**src/maf_pkg.sv**
```systemverilog
// maf_pkg: register map, field layout and timing for the address filter,
// transmit pause timer and transmit head pointer block.
// assumes a 32-bit APB register bus and a 100 MHz system clock.
package maf_pkg;
    // register byte offsets
    localparam logic [7:0] OFF_TX_PAUSE   = 8'h00;
    localparam logic [7:0] OFF_ADDR_LO    = 8'h04;
    localparam logic [7:0] OFF_ADDR_HI    = 8'h08;
    localparam logic [7:0] OFF_SLOT_SEL   = 8'h0c;
    localparam logic [7:0] OFF_HOST_ERR   = 8'h10;
    localparam logic [7:0] OFF_TX_HDP0    = 8'h20;
    localparam logic [7:0] OFF_TX_HDP_END = 8'h3c;

    // low address word fields
    localparam int LO_VALID_BIT = 20;
    localparam int LO_MFILT_BIT = 19;
    localparam int LO_CHAN_LSB  = 16;
    localparam int LO_BYTE0_LSB = 8;
    localparam int LO_BYTE1_LSB = 0;
    // high address word fields
    localparam int HI_BYTE2_LSB = 24;
    localparam int HI_BYTE3_LSB = 16;
    localparam int HI_BYTE4_LSB = 8;
    localparam int HI_BYTE5_LSB = 0;
    // slot select and host error fields
    localparam int SEL_W        = 5;
    localparam int ERR_FLAG_BIT = 0;
    localparam int ERR_CHAN_LSB = 8;

    // reset values
    localparam logic [31:0] RST_ADDR_HI = 32'h0000_0000;
    localparam logic [31:0] RST_ADDR_LO = 32'h0000_0000;
    localparam logic [15:0] RST_PAUSE   = 16'h0000;
    localparam logic [31:0] RST_HDP     = 32'h0000_0000;

    // table geometry
    localparam int TBL_DEPTH = 32;
    localparam int CHAN_W    = 3;
    localparam int ENTRY_W   = 53;
    localparam int N_TXQ     = 8;

    // slot time: 512 bit times at 100 Mbit/s
    localparam int CLK_PERIOD_NS = 10;
    localparam int SLOT_TIME_NS  = 5120;
    localparam int SLOT_CYC      = SLOT_TIME_NS / CLK_PERIOD_NS;
endpackage

```
**src/maf_slot_cmp.sv**
```systemverilog
// maf_slot_cmp: compares one address table entry against an incoming
// destination address. assumes the entry and address are stable inputs.
`timescale 1ns/1ps
module maf_slot_cmp (
    // table entry
    input  wire logic        valid,
    input  wire logic        mfilt,
    input  wire logic [47:0] addr,
    // incoming destination address
    input  wire logic [47:0] da,
    // hit results
    output logic             hit_match,
    output logic             hit_reject
);
    wire same = (addr == da);

    // invalid entries take no part in the decision
    assign hit_match  = valid & mfilt & same;
    assign hit_reject = valid & ~mfilt & same;
endmodule

```
**src/maf_top.sv**
```systemverilog
// maf_top: APB register slave with transmit pause timer, 32-entry receive
// address table with match/reject lookup, and eight transmit head pointers.
// assumes pause frames and destination addresses arrive already parsed.
//
// Our own choices: the register offsets and the APB interface to the registers.
`timescale 1ns/1ps

module maf_top
    import maf_pkg::*;
#(
    parameter int SLOT_CYCLES = maf_pkg::SLOT_CYC
) (
    // clock and reset
    input  wire logic                       CLK,
    input  wire logic                       RST_B,
    // apb slave
    input  wire logic                       PSEL,
    input  wire logic                       PENABLE,
    input  wire logic                       PWRITE,
    input  wire logic [7:0]                 PADDR,
    input  wire logic [31:0]                PWDATA,
    output logic      [31:0]                PRDATA,
    output logic                            PREADY,
    output logic                            PSLVERR,
    // received pause frames
    input  wire logic                       RX_PAUSE_VALID,
    input  wire logic [15:0]                RX_PAUSE_TIME,
    output logic                            TX_HOLD,
    // destination address lookup
    input  wire logic                       RX_DA_VALID,
    input  wire logic [47:0]                RX_DA,
    output logic                            RX_DEC_VALID,
    output logic                            RX_MATCH,
    output logic                            RX_DISCARD,
    output logic      [maf_pkg::CHAN_W-1:0] RX_CHANNEL,
    // transmit queues
    input  wire logic [maf_pkg::N_TXQ-1:0]  TX_HDP_CLR,
    output logic      [maf_pkg::N_TXQ-1:0]  TX_START,
    output logic      [31:0]                TX_START_ADDR,
    output logic                            HOST_ERR
);
    import maf_pkg::*;

    // apb decode
    wire        acc     = PSEL & PENABLE;
    wire        setup   = PSEL & ~PENABLE;
    wire        wr      = acc & PWRITE;
    wire        hit_pau = (PADDR == OFF_TX_PAUSE);
    wire        hit_lo  = (PADDR == OFF_ADDR_LO);
    wire        hit_hi  = (PADDR == OFF_ADDR_HI);
    wire        hit_sel = (PADDR == OFF_SLOT_SEL);
    wire        hit_err = (PADDR == OFF_HOST_ERR);
    wire        hit_hdp = (PADDR >= OFF_TX_HDP0) && (PADDR <= OFF_TX_HDP_END)
                          && (PADDR[1:0] == 2'b00);
    wire [2:0]  hdp_ch  = 3'(PADDR[4:2]);
    wire        mapped  = hit_pau | hit_lo | hit_hi | hit_sel | hit_err
                          | hit_hdp;
    wire        wr_lo   = wr & hit_lo;
    wire        wr_hi   = wr & hit_hi;
    wire        wr_sel  = wr & hit_sel;
    wire        wr_err  = wr & hit_err;
    wire        wr_hdp  = wr & hit_hdp;

    assign PREADY  = 1'b1;
    assign PSLVERR = acc & ~mapped;

    // state
    logic [15:0]          pause_r;
    logic [15:0]          slot_cnt_r;
    logic                 slot_tick;
    logic [31:0]          lo_r;
    logic [31:0]          hi_r;
    logic [SEL_W-1:0]     sel_r;
    logic [ENTRY_W-1:0]   tbl [TBL_DEPTH];
    logic [31:0]          hdp_r [N_TXQ];
    logic                 err_r;
    logic [2:0]           err_ch_r;
    logic [31:0]          prdata_r;
    logic [N_TXQ-1:0]     start_r;
    logic [31:0]          start_addr_r;
    logic                 dec_v_r;
    logic                 match_r;
    logic                 disc_r;
    logic [CHAN_W-1:0]    chan_r;

    // slot time divider
    assign slot_tick = (slot_cnt_r == 16'(SLOT_CYCLES - 1));
    always_ff @(posedge CLK) begin
        if (!RST_B || slot_tick)
            slot_cnt_r <= 16'h0000;
        else
            slot_cnt_r <= slot_cnt_r + 16'h0001;
    end

    // transmit pause counter, a new pause frame overrides the count
    wire [15:0] pause_nxt = RX_PAUSE_VALID ? RX_PAUSE_TIME :
                            (slot_tick && pause_r != 16'h0000) ?
                            pause_r - 16'h0001 : pause_r;
    always_ff @(posedge CLK) begin
        if (!RST_B)
            pause_r <= RST_PAUSE;
        else
            pause_r <= pause_nxt;
    end
    assign TX_HOLD = (pause_r != 16'h0000);

    // staged address words and slot select
    wire [47:0] new_addr = {hi_r[HI_BYTE5_LSB +: 8],
                            hi_r[HI_BYTE4_LSB +: 8],
                            hi_r[HI_BYTE3_LSB +: 8],
                            hi_r[HI_BYTE2_LSB +: 8],
                            PWDATA[LO_BYTE1_LSB +: 8],
                            PWDATA[LO_BYTE0_LSB +: 8]};
    wire [ENTRY_W-1:0] new_entry = {PWDATA[LO_VALID_BIT],
                                    PWDATA[LO_MFILT_BIT],
                                    PWDATA[LO_CHAN_LSB +: CHAN_W],
                                    new_addr};
    always_ff @(posedge CLK) begin
        if (!RST_B) begin
            lo_r  <= RST_ADDR_LO;
            hi_r  <= RST_ADDR_HI;
            sel_r <= '0;
        end else begin
            if (wr_lo)
                lo_r <= PWDATA & 32'h001f_ffff;
            if (wr_hi)
                hi_r <= PWDATA;
            if (wr_sel)
                sel_r <= PWDATA[SEL_W-1:0];
        end
    end

    // table commit on low word only; the high word just stages
    always_ff @(posedge CLK) begin
        if (wr_lo)
            tbl[sel_r] <= new_entry;
    end

    // per-entry compare
    logic [TBL_DEPTH-1:0] hm;
    logic [TBL_DEPTH-1:0] hr;
    logic [TBL_DEPTH-1:0] cand;
    genvar g;
    generate
        for (g = 0; g < TBL_DEPTH; g++) begin : g_cmp
            // valid entry holding this address, apart from the comparator
            assign cand[g] = tbl[g][ENTRY_W-1] & (tbl[g][47:0] == RX_DA);
            maf_slot_cmp u_cmp (
                .valid      (tbl[g][ENTRY_W-1]),
                .mfilt      (tbl[g][ENTRY_W-2]),
                .addr       (tbl[g][47:0]),
                .da         (RX_DA),
                .hit_match  (hm[g]),
                .hit_reject (hr[g])
            );
        end
    endgenerate

    // lowest matching entry supplies the channel
    logic [CHAN_W-1:0] first_ch;
    always_comb begin
        first_ch = '0;
        for (int i = TBL_DEPTH - 1; i >= 0; i--) begin
            if (hm[i])
                first_ch = tbl[i][48 +: CHAN_W];
        end
    end
    wire any_rej = |hr;
    wire any_mat = |hm;

    // registered decision, reject wins over match
    always_ff @(posedge CLK) begin
        if (!RST_B) begin
            dec_v_r <= 1'b0;
            match_r <= 1'b0;
            disc_r  <= 1'b0;
            chan_r  <= '0;
        end else begin
            dec_v_r <= RX_DA_VALID;
            if (RX_DA_VALID) begin
                disc_r  <= any_rej;
                match_r <= any_mat & ~any_rej;
                chan_r  <= any_rej ? '0 : first_ch;
            end
        end
    end
    assign RX_DEC_VALID = dec_v_r;
    assign RX_MATCH     = match_r;
    assign RX_DISCARD   = disc_r;
    assign RX_CHANNEL   = chan_r;

    // transmit head pointers
    wire hdp_busy = (hdp_r[hdp_ch] != 32'h0000_0000);
    wire bad_wr   = wr_hdp & hdp_busy;
    always_ff @(posedge CLK) begin
        if (!RST_B) begin
            for (int q = 0; q < N_TXQ; q++)
                hdp_r[q] <= RST_HDP;
            start_r      <= '0;
            start_addr_r <= 32'h0000_0000;
        end else begin
            start_r <= '0;
            for (int q = 0; q < N_TXQ; q++) begin
                if (TX_HDP_CLR[q])
                    hdp_r[q] <= 32'h0000_0000;
            end
            if (wr_hdp && !hdp_busy && PWDATA != 32'h0000_0000) begin
                hdp_r[hdp_ch]   <= PWDATA;
                start_r[hdp_ch] <= 1'b1;
                start_addr_r    <= PWDATA;
            end
        end
    end
    assign TX_START      = start_r;
    assign TX_START_ADDR = start_addr_r;

    // host error flag, write one to clear, a new error wins
    always_ff @(posedge CLK) begin
        if (!RST_B) begin
            err_r    <= 1'b0;
            err_ch_r <= 3'h0;
        end else if (bad_wr) begin
            err_r    <= 1'b1;
            err_ch_r <= hdp_ch;
        end else if (wr_err && PWDATA[ERR_FLAG_BIT]) begin
            err_r    <= 1'b0;
        end
    end
    assign HOST_ERR = err_r;

    // read data captured in the setup phase
    wire [31:0] rd_mux =
        hit_pau ? {16'h0000, pause_r} :
        hit_lo  ? lo_r :
        hit_hi  ? hi_r :
        hit_sel ? {27'h0, sel_r} :
        hit_err ? {21'h0, err_ch_r, 7'h0, err_r} :
        hit_hdp ? hdp_r[hdp_ch] : 32'h0000_0000;
    always_ff @(posedge CLK) begin
        if (!RST_B)
            prdata_r <= 32'h0000_0000;
        else if (setup && !PWRITE)
            prdata_r <= rd_mux;
    end
    assign PRDATA = prdata_r;

    // entries written since reset, so checks skip undefined slots
    logic [TBL_DEPTH-1:0] written_r;
    always_ff @(posedge CLK) begin
        if (!RST_B)
            written_r <= '0;
        else if (wr_lo)
            written_r[sel_r] <= 1'b1;
    end
endmodule

```
**config.mk**
```make
export PLATFORM = sky130hd
export DESIGN_NAME = maf_top
export DESIGN_NICKNAME = d
export VERILOG_FILES = /design/src/maf_pkg.sv /design/src/maf_slot_cmp.sv /design/src/maf_top.sv
export SDC_FILE = /design/constraint.sdc
export NUM_CORES = 2
export LEC_CHECK = 0
export BUFFER_PORTS_ARGS = -buffer_cell sky130_fd_sc_hd__buf_2
export CAP_MARGIN = 30
export CORE_UTILIZATION = 25
export CTS_CLUSTER_DIAMETER = 150
export DETAILED_ROUTE_END_ITERATION = 12
export PLACE_DENSITY = 0.41
export SLEW_MARGIN = 10
export SYNTH_ARGS = -nofsm -noshare
export SYNTH_HDL_FRONTEND = slang
export SYNTH_SLANG_ARGS = --single-unit
export TNS_END_PERCENT = 100
```
**constraint.sdc**
```tcl
create_clock -name CLK -period 6 [get_ports CLK]
set_input_delay 0.3 -clock CLK [delete_from_list [all_inputs] [get_ports CLK]]
set_output_delay 0.3 -clock CLK [all_outputs]
set_load 0.01 [all_outputs]
```
==> flow_summary_export.csv <==
group,metric,value,unit
placement,place_congestion,0.856,
run,cap_violations,0,
sta,final_hold_viol_count,0,
logic_synthesis,synthCells,5930,
final_layout,layout-drive-gt1-share,15.4,%
clocking,clkTransAtPathRegs,0.06,ns
critical_path,crit_chain,"mux4_2, mux2i_1, nand4_1, nor4_1, nand3_1, or4_2, nor2_4, nand2_4, nor3b_4, or3_2, buf_12",
logic_synthesis,synth_top_area_share,65.5,%
placement,port-buffer-count,199,
global_route,grt_start_max_net_pins,85,
critical_path,r2r_setup_slack,1.29,ns
global_route,antenna_found_initial,85,
logic_synthesis,ys_ff_latch,2124,
critical_path,cp_max_fo,17,
logic_synthesis,synthesis.nets,6051,
die,start_util,25.1,%
drt,wl_per_cell,35.5,microns
critical_path,r2r-end,"hdp_r[1][12]",
drt,drt_iter0_drc,7034,
sta,fin_crit_sh,78.4,%
global_route,grt_pass1_vias,53300,
clocking,cts-root-buf,"clkbuf_16",
critical_path,cp.arrival,5.32,ns
critical_path,cp_slowest_cell,"or4_2",
clocking,holdBufCountCts,66,
logic_synthesis,synth.avg_cell_area,15.1,sq um
status,status,"finished with violations",
clocking,cts_tree,"built",
drt,final_antenna_net_count,0,
power,netSwitchingPower,7.79,mW
logic_synthesis,syn-cell-area,89400,sq um
global_route,grt_pass1_wl,524000,microns
die,ios,201,
power,peakVddDrop,0.240,mV
critical_path,start_kind,"flop",
sta,rsz0062_at_grt,"false",
logic_synthesis,yosys_warnings,0,
sta,max_freq,0.212,GHz
die,dieArea,360000,sq um
clocking,cts_made_buffers,235,
final_layout,area_delta_synth_final,18.9,%
critical_path,worstRegToRegCells,11,
logic_synthesis,ys_top_cells_by_area,"edfxtp_1 66%, xor2_1 8.5%, xnor2_1 6.4%",
clocking,clk_path_buf_depth,4,
critical_path,cp-end-kind,"flop",
critical_path,critPathRequiredTime,6.61,ns
min_path,holdPathEnd,"hdp_r[0][22]",
final_layout,fin_area,106000,sq um
sta,setup_viol,0,
clocking,ctsHtreeMaxLevel,4,
logic_synthesis,ys_seq_area_share,69.4,%
drt,drc,12,
drt,num_vias,55600,
logic_synthesis,synth_edf_count,1952,
power,clkPwrFrac,43.8,%
sta,clock_skew,0.107,ns
power,swShare,24.1,%
global_route,globalRouteTotalUtil,21.9,%
die,die_h,600,microns
die,rows,219,
logic_synthesis,ys_types,77,
logic_synthesis,ys.flop_type,"edfxtp_1",
power,p_seq_share,50.0,%
min_path,min_from,"TX_HDP_CLR[0]",
drt,routed_wl,404000,microns
clocking,clk_latency,0.93,ns
min_path,hold_depth,2,
drt,drt_pass1_iterations,10,
placement,detailedPlacementHpwl,248000,microns
critical_path,slowest_delay,0.78,ns
power,p_int,24.5,mW
power,pwr-share-comb,6.2,%
clocking,numClockSinks,2124,
sta,setup_tns,0,ns
status,violations,"DRC",
placement,place_area,98300,sq um
sta,slew_violations,0,
sta,relSlewSlack,22.5,%
global_route,gr-total-overflow,0,
clocking,cts_resized,0,
drt,viasPerCell,4.88,
min_path,hp-class,"in -> reg",
critical_path,r2r_start,"hdp_r[5][30]",
sta,min_period,4.71,ns
power,leakage,38.1,nW
logic_synthesis,async_reset_ff_share,0,%
die,coreArea,356000,sq um
final_layout,nets,6544,
die,die_w,600,microns
power,total_power,32.3,mW
critical_path,path_class,"reg -> reg",
power,cellPowerDensity,304,nW/um^2
clocking,post-cts-setup-buffers,0,
logic_synthesis,synth_largest_area_cell,"edfxtp_1",
sta,worst_slew_pin_slew,1.16,ns
final_layout,postLayoutCoreUtil,29.9,%
worst max path at each step:
stage | start | endpoint | slack, ns | depth (start not counted)
after floorplan | PADDR[4] | tbl[28][0] | 0.50 | 10
after global placement | PADDR[2] | hdp_r[1][19] | 0.52 | 13
after detailed placement | PADDR[2] | hdp_r[1][11] | 0.43 | 13
after CTS | PADDR[2] | hdp_r[1][16] | 1.38 | 13
after global routing | hdp_r[5][30] | hdp_r[1][9] | 1.27 | 11
final | hdp_r[5][30] | hdp_r[1][12] | 1.29 | 11
power groups by stage:
stage / registers (mW) / logic, mW / clock network, mW
2_1_floorplan: 16.4 / 0.868 / 0
3_3_place_gp: 16.5 / 1.94 / 0
3_5_place_dp: 16.5 / 1.94 / 0
4_1_cts: 16.2 / 1.99 / 14.4
5_1_grt: 16.2 / 2.04 / 14.9
6_report: 16.2 / 1.99 / 14.1
Yosys cell counts, drive strengths merged, types with 18 or more instances:
master / n
clkbuf: 144
nand2b: 30
nor2b: 31
inv: 67
xor2: 863
nand3: 66
nand4: 221
and2: 264
mux4: 64
o21ai: 58
dfxtp: 172
or3: 18
nor2: 187
mux2i: 81
xnor2: 652
nor4: 268
edfxtp: 1952
nor3: 58
a21oi: 107
nand2: 201
buf: 185
a221oi: 19
and3: 20
layout by cell type (no fill, tap or decap), drive strengths merged, types with 13 or more instances in the layout:
cell type    netlist  layout
xor2             863     863
diode              0      20
a22oi             15      15
and2             264     264
nor3              58      58
nor4             268     268
nand4            221     221
a221oi            19      19
nor2b             31      31
nand3             66      66
o21ai             58      58
xnor2            652     652
and3              20      20
clkinv             1     108
buf              185     519
nand2b            30      30
inv               67      73
dfxtp            172     172
mux4              64      64
or3               18      18
mux2i             81      81
edfxtp          1952    1952
clkbuf           144     309
nor2             187     187
a21oi            107     107
dlygate4sd3        0      66
nand2            201     201
a211oi            13      13
critical path, delay by kind of cell, from the launching register on:
| family | cells | cell delay [ns] |
|---|---|---|
| and+or+nand+nor | 8 | 2.79 |
| DFF | 1 | 0.40 |
| buffers and inverters | 1 | 0.22 |
| muxes | 2 | 0.98 |
per-layer routing:
metal | track usage [%] | up-vias | part of all wire, %
li1 | - | 22800 | -
met1 | 29.4 | 29900 | 42
met2 | 37.8 | 2440 | 49
met3 | 2.60 | 422 | 6.6
met4 | 4.87 | 4 | 2.3
met5 | 0 | - | 0.0067
flip-flops by register name, summed over array words and instances, names as in the netlist:
register / flops
RX_MATCH: 1
slot_cnt_r: 16
sel_r: 5
RX_CHANNEL: 3
HOST_ERR: 1
hdp_r: 256
lo_r: 21
tbl: 1696
hi_r: 32
PRDATA: 32
TX_START_ADDR: 32
TX_START: 8
RX_DISCARD: 1
RX_DEC_VALID: 1
err_ch_r: 3
pause_r: 16
cell families (layout without fill, tap and decap cells):
logic type                 count (synthesis)  count (layout)  share of synthesized area (%)
and+or+nand+nor                         1431            1431                           8.97
xor gates and xnor gates                1515            1515                           14.8
buffers and inverters                    397            1091                           1.92
adders and majority gates                  2               2                         0.0280
AOI/OAI and AO/OA                        310             310                           2.28
DFF                                     2124            2124                           69.4
muxes                                    150             150                           2.58
other                                      1              21                        0.00419
final cells by class:
type                    instances  area, sq um
fillers                     35500       250000
clock inverters               129          942
clock buffers                 309         6350
well taps                    4751         5940
diodes                         20         50.0
flip-flops and latches       2124        62200
repair buffers                585         4630
multi-input cells            3409        26000
inverters                      68          258
per-stage QoR:
stage / hold WS [ns] / instances / setup WS (ns)
final: 0.0270 / 11400 / 1.29
after global routing: 0.0300 / 11400 / 1.27
after CTS: 0.0123 / 11400 / 1.38
after detailed placement: 0.445 / 10900 / 0.427
after global placement: 0.440 / 10900 / 0.519
after floorplan: 0.399 / 5930 / 0.502
(Power assumes the default switching activity.)
